`config.mk`:
```
export PLATFORM = sky130hd
export DESIGN_NAME = aic_dev_flat
export DESIGN_NICKNAME = d
export VERILOG_FILES = /design/src/aic_pkg.sv /design/src/aic_if.sv /design/src/aic_sar.sv /design/src/aic_dev.sv /design/src/flat_wrapper.sv
export SDC_FILE = /design/constraint.sdc
export NUM_CORES = 1
export LEC_CHECK = 0
export CAP_MARGIN = 10
export CORE_MARGIN = 3
export CORE_UTILIZATION = 54
export CTS_CLUSTER_DIAMETER = 100
export DETAILED_ROUTE_END_ITERATION = 7
export DONT_BUFFER_PORTS = 1
export PLACE_DENSITY_LB_ADDON = 0.25
export SLEW_MARGIN = 20
export SYNTH_ARGS = -nofsm -noshare
export SYNTH_HDL_FRONTEND = slang
export SYNTH_SLANG_ARGS = --single-unit
```
`constraint.sdc`:
```
create_clock -name clk -period 4.1 [get_ports clk]
set_input_delay 0.82 -clock clk [delete_from_list [all_inputs] [get_ports clk]]
set_output_delay 0.82 -clock clk [all_outputs]
set_load 0.05 [all_outputs]
```
`src/aic_pkg.sv`:
```
// package of constants for the analog input conversion control ends
// How it works
// - host reaches module only by port reads/writes
// - conversion starts only on host start command
// - status shows end-of-conversion flag for polling
// - active-low interrupt asserts when conversion completes
// - interrupt capability always present, not optional
// - result read as low byte then high byte
// - conversion takes nominal 35 microseconds
// - whole sample takes at most 54 microseconds
// - bipolar range gives sign plus 11 magnitude bits
// - mode picks 8 differential or 16 single-ended
// - any channel per conversion, no fixed scan
// - one write picks channel and starts conversion
// - low byte: data 3..0, start, eoc, irq
// - high byte holds result bits 11 to 4
// - port choice decides whether read clears irq
package aic_pkg;
  localparam int CLK_MHZ = 100;
  localparam int CONV_TIME_US = 35;
  localparam int SAMPLE_MAX_US = 54;
  localparam int CONV_CYCLES = CONV_TIME_US * CLK_MHZ;
  localparam int SAMPLE_MAX_CYCLES = SAMPLE_MAX_US * CLK_MHZ;
  localparam logic [1:0] PORT_CMD = 2'h0; // write: channel and start
  localparam logic [1:0] PORT_LOW_CLR = 2'h0; // low byte, clears irq
  localparam logic [1:0] PORT_HIGH_CLR = 2'h1; // high byte, clears irq
  localparam logic [1:0] PORT_LOW_KEEP = 2'h2; // low byte, irq kept
  localparam logic [1:0] PORT_HIGH_KEEP = 2'h3; // high byte, irq kept
  localparam int LOW_DATA_POS = 4;
  localparam int LOW_START_POS = 2;
  localparam int LOW_EOC_POS = 1;
  localparam int LOW_IRQ_POS = 0;
  localparam logic [11:0] RESULT_RESET = 12'h000;
  // host controller register offsets (software side)
  localparam logic [3:0] HREG_CTRL = 4'h0; // w: [3:0] channel, [8] go, [9] poll mode
  localparam logic [3:0] HREG_STATUS = 4'h1; // r: [0] busy, [1] done, [2] timeout
  localparam logic [3:0] HREG_RESULT = 4'h2; // r: [11:0] result
  localparam int CTRL_GO_POS = 8;
  localparam int CTRL_POLL_POS = 9;
  typedef enum logic [1:0] {
    AIC_D_IDLE = 2'b00,
    AIC_D_CONV = 2'b01,
    AIC_D_DONE = 2'b10
  } aic_dev_state_type;
  typedef enum logic [2:0] {
    AIC_H_IDLE = 3'b000,
    AIC_H_WAIT = 3'b001,
    AIC_H_POLL = 3'b010,
    AIC_H_RDLO = 3'b011,
    AIC_H_RDHI = 3'b100,
    AIC_H_END = 3'b101
  } aic_host_state_type;
  // places a 12-bit value in the low or high read byte
  function automatic logic [7:0] aic_byte(input logic [11:0] res, input logic hi,
                                          input logic st, input logic eoc, input logic irq_n);
    aic_byte = hi ? res[11:4] : {res[3:0], 1'b0, st, eoc, irq_n};
  endfunction
endpackage

```
`src/aic_if.sv`:
```
// port-level connection between host and analog input module
interface aic_if;
  logic [1:0] port_addr;
  logic [7:0] wr_data;
  logic wr_strobe;
  logic rd_strobe;
  logic [7:0] rd_data;
  logic intr_n;
  modport dev (input port_addr, input wr_data, input wr_strobe, input rd_strobe,
               output rd_data, output intr_n);
  modport host (output port_addr, output wr_data, output wr_strobe, output rd_strobe,
                input rd_data, input intr_n);
endinterface

```
`src/aic_sar.sv`:
```
// successive approximation engine: one bit per step against a sample
module aic_sar #(
  parameter int STEP_CYCLES = aic_pkg::CONV_CYCLES / 12
) (
  input wire logic clk,
  input wire logic reset_n,
  input wire logic start,
  input wire logic [11:0] sample,
  output logic done,
  output logic [11:0] result
);
  logic [11:0] trial_reg;
  logic [11:0] bit_reg;
  logic [15:0] cnt_reg;
  logic busy_reg;
  logic step;
  logic [11:0] cand;
  assign step = busy_reg && (cnt_reg == 16'(STEP_CYCLES - 1));
  assign cand = trial_reg | bit_reg;
  // one comparison per step, msb first
  always_ff @(posedge clk) begin
    if (!reset_n) begin
      trial_reg <= 12'h000;
      bit_reg <= 12'h000;
      cnt_reg <= 16'h0000;
      busy_reg <= 1'b0;
      done <= 1'b0;
      result <= 12'h000;
    end else begin
      done <= 1'b0;
      if (start) begin
        trial_reg <= 12'h000;
        bit_reg <= 12'h800;
        cnt_reg <= 16'h0000;
        busy_reg <= 1'b1;
      end else if (busy_reg) begin
        cnt_reg <= step ? 16'h0000 : cnt_reg + 16'h0001;
        if (step) begin
          if (cand <= sample) trial_reg <= cand;
          bit_reg <= bit_reg >> 1;
          if (bit_reg == 12'h001) begin
            busy_reg <= 1'b0;
            done <= 1'b1;
            result <= (cand <= sample) ? cand : trial_reg;
          end
        end
      end
    end
  end
endmodule // aic_sar

```
`src/aic_dev.sv`:
```
// module end: port decode, channel mux, conversion and status bytes
module aic_dev #(
  parameter int STEP_CYCLES = aic_pkg::CONV_CYCLES / 12
) (
  input wire logic clk,
  input wire logic reset_n,
  aic_if.dev bus,
  input wire logic diff_mode,
  input wire logic bipolar,
  input wire logic [191:0] analog_in,
  output logic busy,
  output logic [3:0] channel
);
  aic_pkg::aic_dev_state_type state_reg;
  logic [3:0] chan_reg;
  logic [11:0] res_reg;
  logic eoc_reg;
  logic irq_n_reg;
  logic start_reg;
  logic sar_done;
  logic [11:0] sar_res;
  logic cmd_wr;
  logic clr_rd;
  logic [3:0] eff_chan;
  logic [11:0] sample;
  logic [11:0] fmt_res;
  logic rd_hi;
  logic conv_fin;
  assign cmd_wr = bus.wr_strobe && (bus.port_addr == aic_pkg::PORT_CMD);
  assign clr_rd = bus.rd_strobe && !bus.port_addr[1];
  assign rd_hi = bus.port_addr[0];
  // a done pulse left over from an aborted conversion must not finish the restarted one
  assign conv_fin = sar_done && (state_reg == aic_pkg::AIC_D_CONV) && !start_reg;
  assign eff_chan = diff_mode ? {1'b0, bus.wr_data[2:0]} : bus.wr_data[3:0];
  assign sample = analog_in[chan_reg*12 +: 12];
  assign fmt_res = bipolar ? {~sar_res[11], sar_res[10:0]} : sar_res;
  aic_sar #(.STEP_CYCLES(STEP_CYCLES)) u_sar (
    .clk(clk),
    .reset_n(reset_n),
    .start(start_reg),
    .sample(sample),
    .done(sar_done),
    .result(sar_res)
  );
  // command, completion and read handling; completion beats a clearing read
  always_ff @(posedge clk) begin
    if (!reset_n) begin
      state_reg <= aic_pkg::AIC_D_IDLE;
      chan_reg <= 4'h0;
      res_reg <= aic_pkg::RESULT_RESET;
      eoc_reg <= 1'b0;
      irq_n_reg <= 1'b1;
      start_reg <= 1'b0;
      bus.rd_data <= 8'h00;
      bus.intr_n <= 1'b1;
      busy <= 1'b0;
      channel <= 4'h0;
    end else begin
      start_reg <= cmd_wr;
      if (cmd_wr) begin
        chan_reg <= eff_chan;
        eoc_reg <= 1'b0;
        state_reg <= aic_pkg::AIC_D_CONV;
      end else if (conv_fin) begin
        res_reg <= fmt_res;
        eoc_reg <= 1'b1;
        state_reg <= aic_pkg::AIC_D_DONE;
      end
      if (conv_fin && !cmd_wr) irq_n_reg <= 1'b0;
      else if (clr_rd || cmd_wr) irq_n_reg <= 1'b1;
      if (bus.rd_strobe) begin
        bus.rd_data <= aic_pkg::aic_byte(res_reg, rd_hi, state_reg == aic_pkg::AIC_D_CONV,
                                         eoc_reg, irq_n_reg);
      end else begin
        bus.rd_data <= 8'h00;
      end
      bus.intr_n <= (conv_fin && !cmd_wr) ? 1'b0 :
                    ((clr_rd || cmd_wr) ? 1'b1 : irq_n_reg);
      busy <= cmd_wr || (state_reg == aic_pkg::AIC_D_CONV && !conv_fin);
      channel <= cmd_wr ? eff_chan : chan_reg;
    end
  end
endmodule // aic_dev

```
`src/flat_wrapper.sv`:
```
// flat-port wrapper written by rule: the top's interface ports become plain ports
module aic_dev_flat 
#(
  parameter int STEP_CYCLES = aic_pkg::CONV_CYCLES / 12
)
  (clk, reset_n, diff_mode, bipolar, analog_in, busy, channel, bus_port_addr, bus_wr_data, bus_wr_strobe, bus_rd_strobe, bus_rd_data, bus_intr_n);
  aic_if bus_i ();
  input wire logic clk;
  input wire logic reset_n;
  input wire logic diff_mode;
  input wire logic bipolar;
  input wire logic [191:0] analog_in;
  output logic busy;
  output logic [3:0] channel;
  input wire logic [$bits(bus_i.port_addr)-1:0] bus_port_addr;
  input wire logic [$bits(bus_i.wr_data)-1:0] bus_wr_data;
  input wire logic [$bits(bus_i.wr_strobe)-1:0] bus_wr_strobe;
  input wire logic [$bits(bus_i.rd_strobe)-1:0] bus_rd_strobe;
  output wire logic [$bits(bus_i.rd_data)-1:0] bus_rd_data;
  output wire logic [$bits(bus_i.intr_n)-1:0] bus_intr_n;
  assign bus_i.port_addr = bus_port_addr;
  assign bus_i.wr_data = bus_wr_data;
  assign bus_i.wr_strobe = bus_wr_strobe;
  assign bus_i.rd_strobe = bus_rd_strobe;
  assign bus_rd_data = bus_i.rd_data;
  assign bus_intr_n = bus_i.intr_n;
  aic_dev #(.STEP_CYCLES(STEP_CYCLES)) u_core (.clk(clk), .reset_n(reset_n), .bus(bus_i), .diff_mode(diff_mode), .bipolar(bipolar), .analog_in(analog_in), .busy(busy), .channel(channel));
endmodule
```
==> metrics.md <==
| Metric | Value |
|---|---|
| Status | `complete, no violations` |
| Worst hold path class | `register to register` |
| Post-synth top flop | `dfxtp_1` |
| Terminus of the critical flop-to-flop path | `u_core.u_sar.trial_reg[10]` |
| Ports | `222` |
| Clk Latency, worst-skew pair | `0.37 ns` |
| Clock root buffer | `clkbuf_8` |
| Area grow syn2layout | `5.31%` |
| Crit path time final | `3.52 ns` |
| Layout cell share with drive strength beyond 1 | `0.187` |
| Dominant cell type by area after synthesis | `dfxtp_1` |
| CP Class | `register to register` |
| 1st-pass router iterations | `5` |
| Synth Area per Inst | `10.0 um^2` |
| Count leader, synth | `dfxtp_1` |
| Slew Viols, Final | `0` |
| Port Buffer Count | `0` |
| CTS clock-pin slew for the worst setup and hold paths | `0.10 ns` |
| Via-to-Cell Ratio | `6.52` |
| Crit path from | `u_core.channel[0]` |
| Synth warn | `0` |
| Syn Inst Count | `496` |
| Critical path endpoint category | `register` |
| Asr flop ratio synth | `0` |
| CTS hold repair buffers | `0` |
| Initial detailed-routing violation count | `426` |
| Htree depth | `3` |
| RSZ-0062 raised after global routing | `no` |
| Worst hold path depth | `2` |
| Resize count post-CTS | `0` |
| Vias in the first global route | `3794` |
| Setup violators final | `0` |
| Largest delay share family, worst path | `simple AND/OR/NAND/NOR gates` |
| CP max-delay cell | `mux4_2` |
| Critical Path RT | `4.37 ns` |
| FF-to-FF Start | `u_core.channel[0]` |
| Min-Delay Endpoint | `u_core.bus.rd_data[3]` |
| Largest net degree at the start of global routing | `51` |
| Setup slack, reg-to-reg | `0.58 ns` |
| Chip Width | `102 um` |
| Hold Fails Final Rpt | `0` |
| DRC viols | `0` |
| EDFF count, synth | `0` |
| ANT nets after route | `0` |
| Core area | `0.00885 mm^2` |
| Ranking of synthesized cells by area | `dfxtp_1 33%, mux4_2 26%, a21oi_1 5.9%, nor2_1 4.0%, nand2_1 3.8%` |
| Yosys cell types | `44` |
| Power density cells | `306 mW/mm^2` |
| Routed WL | `14500 um` |
| Half-perimeter wire length after detailed placement | `11900 um` |
| First-pass GRT wire length | `21100 um` |
| Cell Area, Synth | `0.00497 mm^2` |
| CTS sink count | `83` |
| Placer Congestion | `0.884` |
| Via count | `3895` |
| CP peak stage delay | `0.57 ns` |
| CTS tree | `built` |
| DR WL/cell | `24.2 um` |
| Hold path startpoint | `u_core.res_reg[7]` |
| Max reg flops | `16` |
| FP Rows | `34` |
| Worst setup SP type | `register` |
| Post-synth top area share | `0.334` |
| Crit path DAT | `3.79 ns` |
| Slew margin rel. | `0.366` |
| Post-route clock period utilization | `0.859` |
| Max frequency | `0.284 GHz` |
| Final setup TNS | `0 ns` |
| Commonest cells post-synth | `83 x dfxtp_1, 59 x a21oi_1, 58 x mux4_2` |
| Total congestion overflow | `0` |
| Initial antenna violation count | `5` |
| Max clock buf depth | `2` |
| Total CTS buffers | `9` |
| Nets | `704` |
| Static Leak | `1.84 nW` |
| Syn Nets | `718` |
| Worst Max-Slew Pin Slew | `0.951 ns` |
| CP Cell Sequence | `buf_12 > mux4_2 > mux4_2 > inv_1 > ha_1 > nand4_1 > nor3_1 > and2_1 > a21oi_1 > a21oi_1` |
| Buf/Inv on CP | `2` |
| CP max FO | `50` |
| Total GRT Usage | `0.279` |
| Die H | `102 um` |
| Die area | `0.0104 mm^2` |
| Worst vdd ir | `0.246 mV` |
| Max_cap viols | `0` |
| Worst R2R Path Depth | `10` |
| Clock skew | `0.0159 ns` |
| Post-CTS Setup Inserts | `0` |
| Register area share after synthesis | `0.334` |
| Initial Utilization | `0.562` |
| Pwr Total | `1.60 mW` |
| Yosys reg bits | `83` |
==> metrics by stage <==
stage / worst slack [ns] / cells / hold slack (ns) / cell area (um^2) / util
after CTS: 0.604 / 595 / 0.438 / 5230 / 0.591
after global placement: 0.713 / 579 / 0.427 / 5030 / 0.568
final: 0.577 / 597 / 0.441 / 5240 / 0.592
after detailed placement: 0.616 / 579 / 0.424 / 5030 / 0.568
after global routing: 0.289 / 597 / 0.452 / 5240 / 0.592
after floorplan: 0.637 / 496 / 0.410 / 4970 / -
==> power by group <==
group          switching [mW]  internal, mW
clock                   0.322         0.292
sequential            0.00822         0.809
combinational          0.0757        0.0934
==> cell usage in the layout (no fill, tap or decap), types with 2 or more instances in the layout <==
| cell | Yosys | layout |
|---|---|---|
| dfxtp_1 | 83 | 81 |
| a21oi_1 | 59 | 59 |
| mux4_2 | 58 | 58 |
| nor2_1 | 53 | 53 |
| nand2_1 | 51 | 51 |
| inv_1 | 29 | 29 |
| nand4_1 | 16 | 16 |
| nand3_1 | 16 | 16 |
| ha_1 | 14 | 14 |
| xor2_1 | 11 | 11 |
| and2_1 | 9 | 9 |
| o21ai_1 | 9 | 9 |
| clkbuf_8 | 0 | 9 |
| mux2i_1 | 8 | 8 |
| buf_4 | 0 | 7 |
| o21ai_0 | 5 | 5 |
| nor3_1 | 4 | 4 |
| nand4b_1 | 4 | 4 |
| nand2b_1 | 3 | 3 |
| and4_1 | 3 | 3 |
| xnor2_1 | 3 | 3 |
| inv_6 | 0 | 3 |
| diode_2 | 0 | 2 |
| mux4_1 | 2 | 2 |
| o211ai_1 | 2 | 2 |
| a211oi_1 | 2 | 2 |
| nor4b_2 | 2 | 2 |
| nor4_1 | 2 | 2 |
==> worst register-to-register path, cell delays in order (launching register included) <==
cell     delay (ns)
dfxtp_4        0.36
buf_12         0.33
mux4_2         0.63
mux4_2         0.48
inv_1          0.09
ha_1           0.16
nand4_1        0.20
nor3_1         0.42
and2_1         0.49
a21oi_1        0.13
a21oi_1        0.15
==> layout make-up <==
type / instances / area, um^2
diodes: 2 / 5.00
well taps: 108 / 135
repair buffers: 8 / 72.6
multi-input cells: 351 / 3040
flip-flops and latches: 83 / 1670
inverters: 29 / 109
fillers: 766 / 3610
clock buffers: 9 / 124
clock inverters: 7 / 81.3
==> cells by family (layout without fill, tap and decap cells) <==
family	count (synthesis)	in the layout	share of synthesized area
mux	69	69	0.292
compound gates	81	81	0.0868
flops	83	83	0.334
xor+xnor	14	14	0.0247
other cells	0	2	0
buf+inv	62	53	0.0551
simple gates	173	173	0.173
fa+ha+maj	14	14	0.0352
==> per-layer routing <==
metal  track usage  vias to the layer above  share of wire
met2         0.418                      196           0.47
met4        0.0928                        6          0.026
met5             0                        -         0.0029
met1         0.393                     1863           0.41
li1              -                     1806              -
met3        0.0785                       24          0.089
==> worst max path at each step <==
stage / slack, ns / cells after the start / to
floorplan: 0.64 / 12 / u_core.u_sar.trial_reg[10]
global placement: 0.71 / 10 / u_core.u_sar.trial_reg[5]
detailed placement: 0.62 / 10 / u_core.u_sar.trial_reg[10]
CTS: 0.60 / 10 / u_core.u_sar.trial_reg[10]
global route: 0.29 / 10 / u_core.u_sar.trial_reg[3]
finish: 0.58 / 10 / u_core.u_sar.trial_reg[10]
Note: power is estimated with default switching activity, not from simulation.
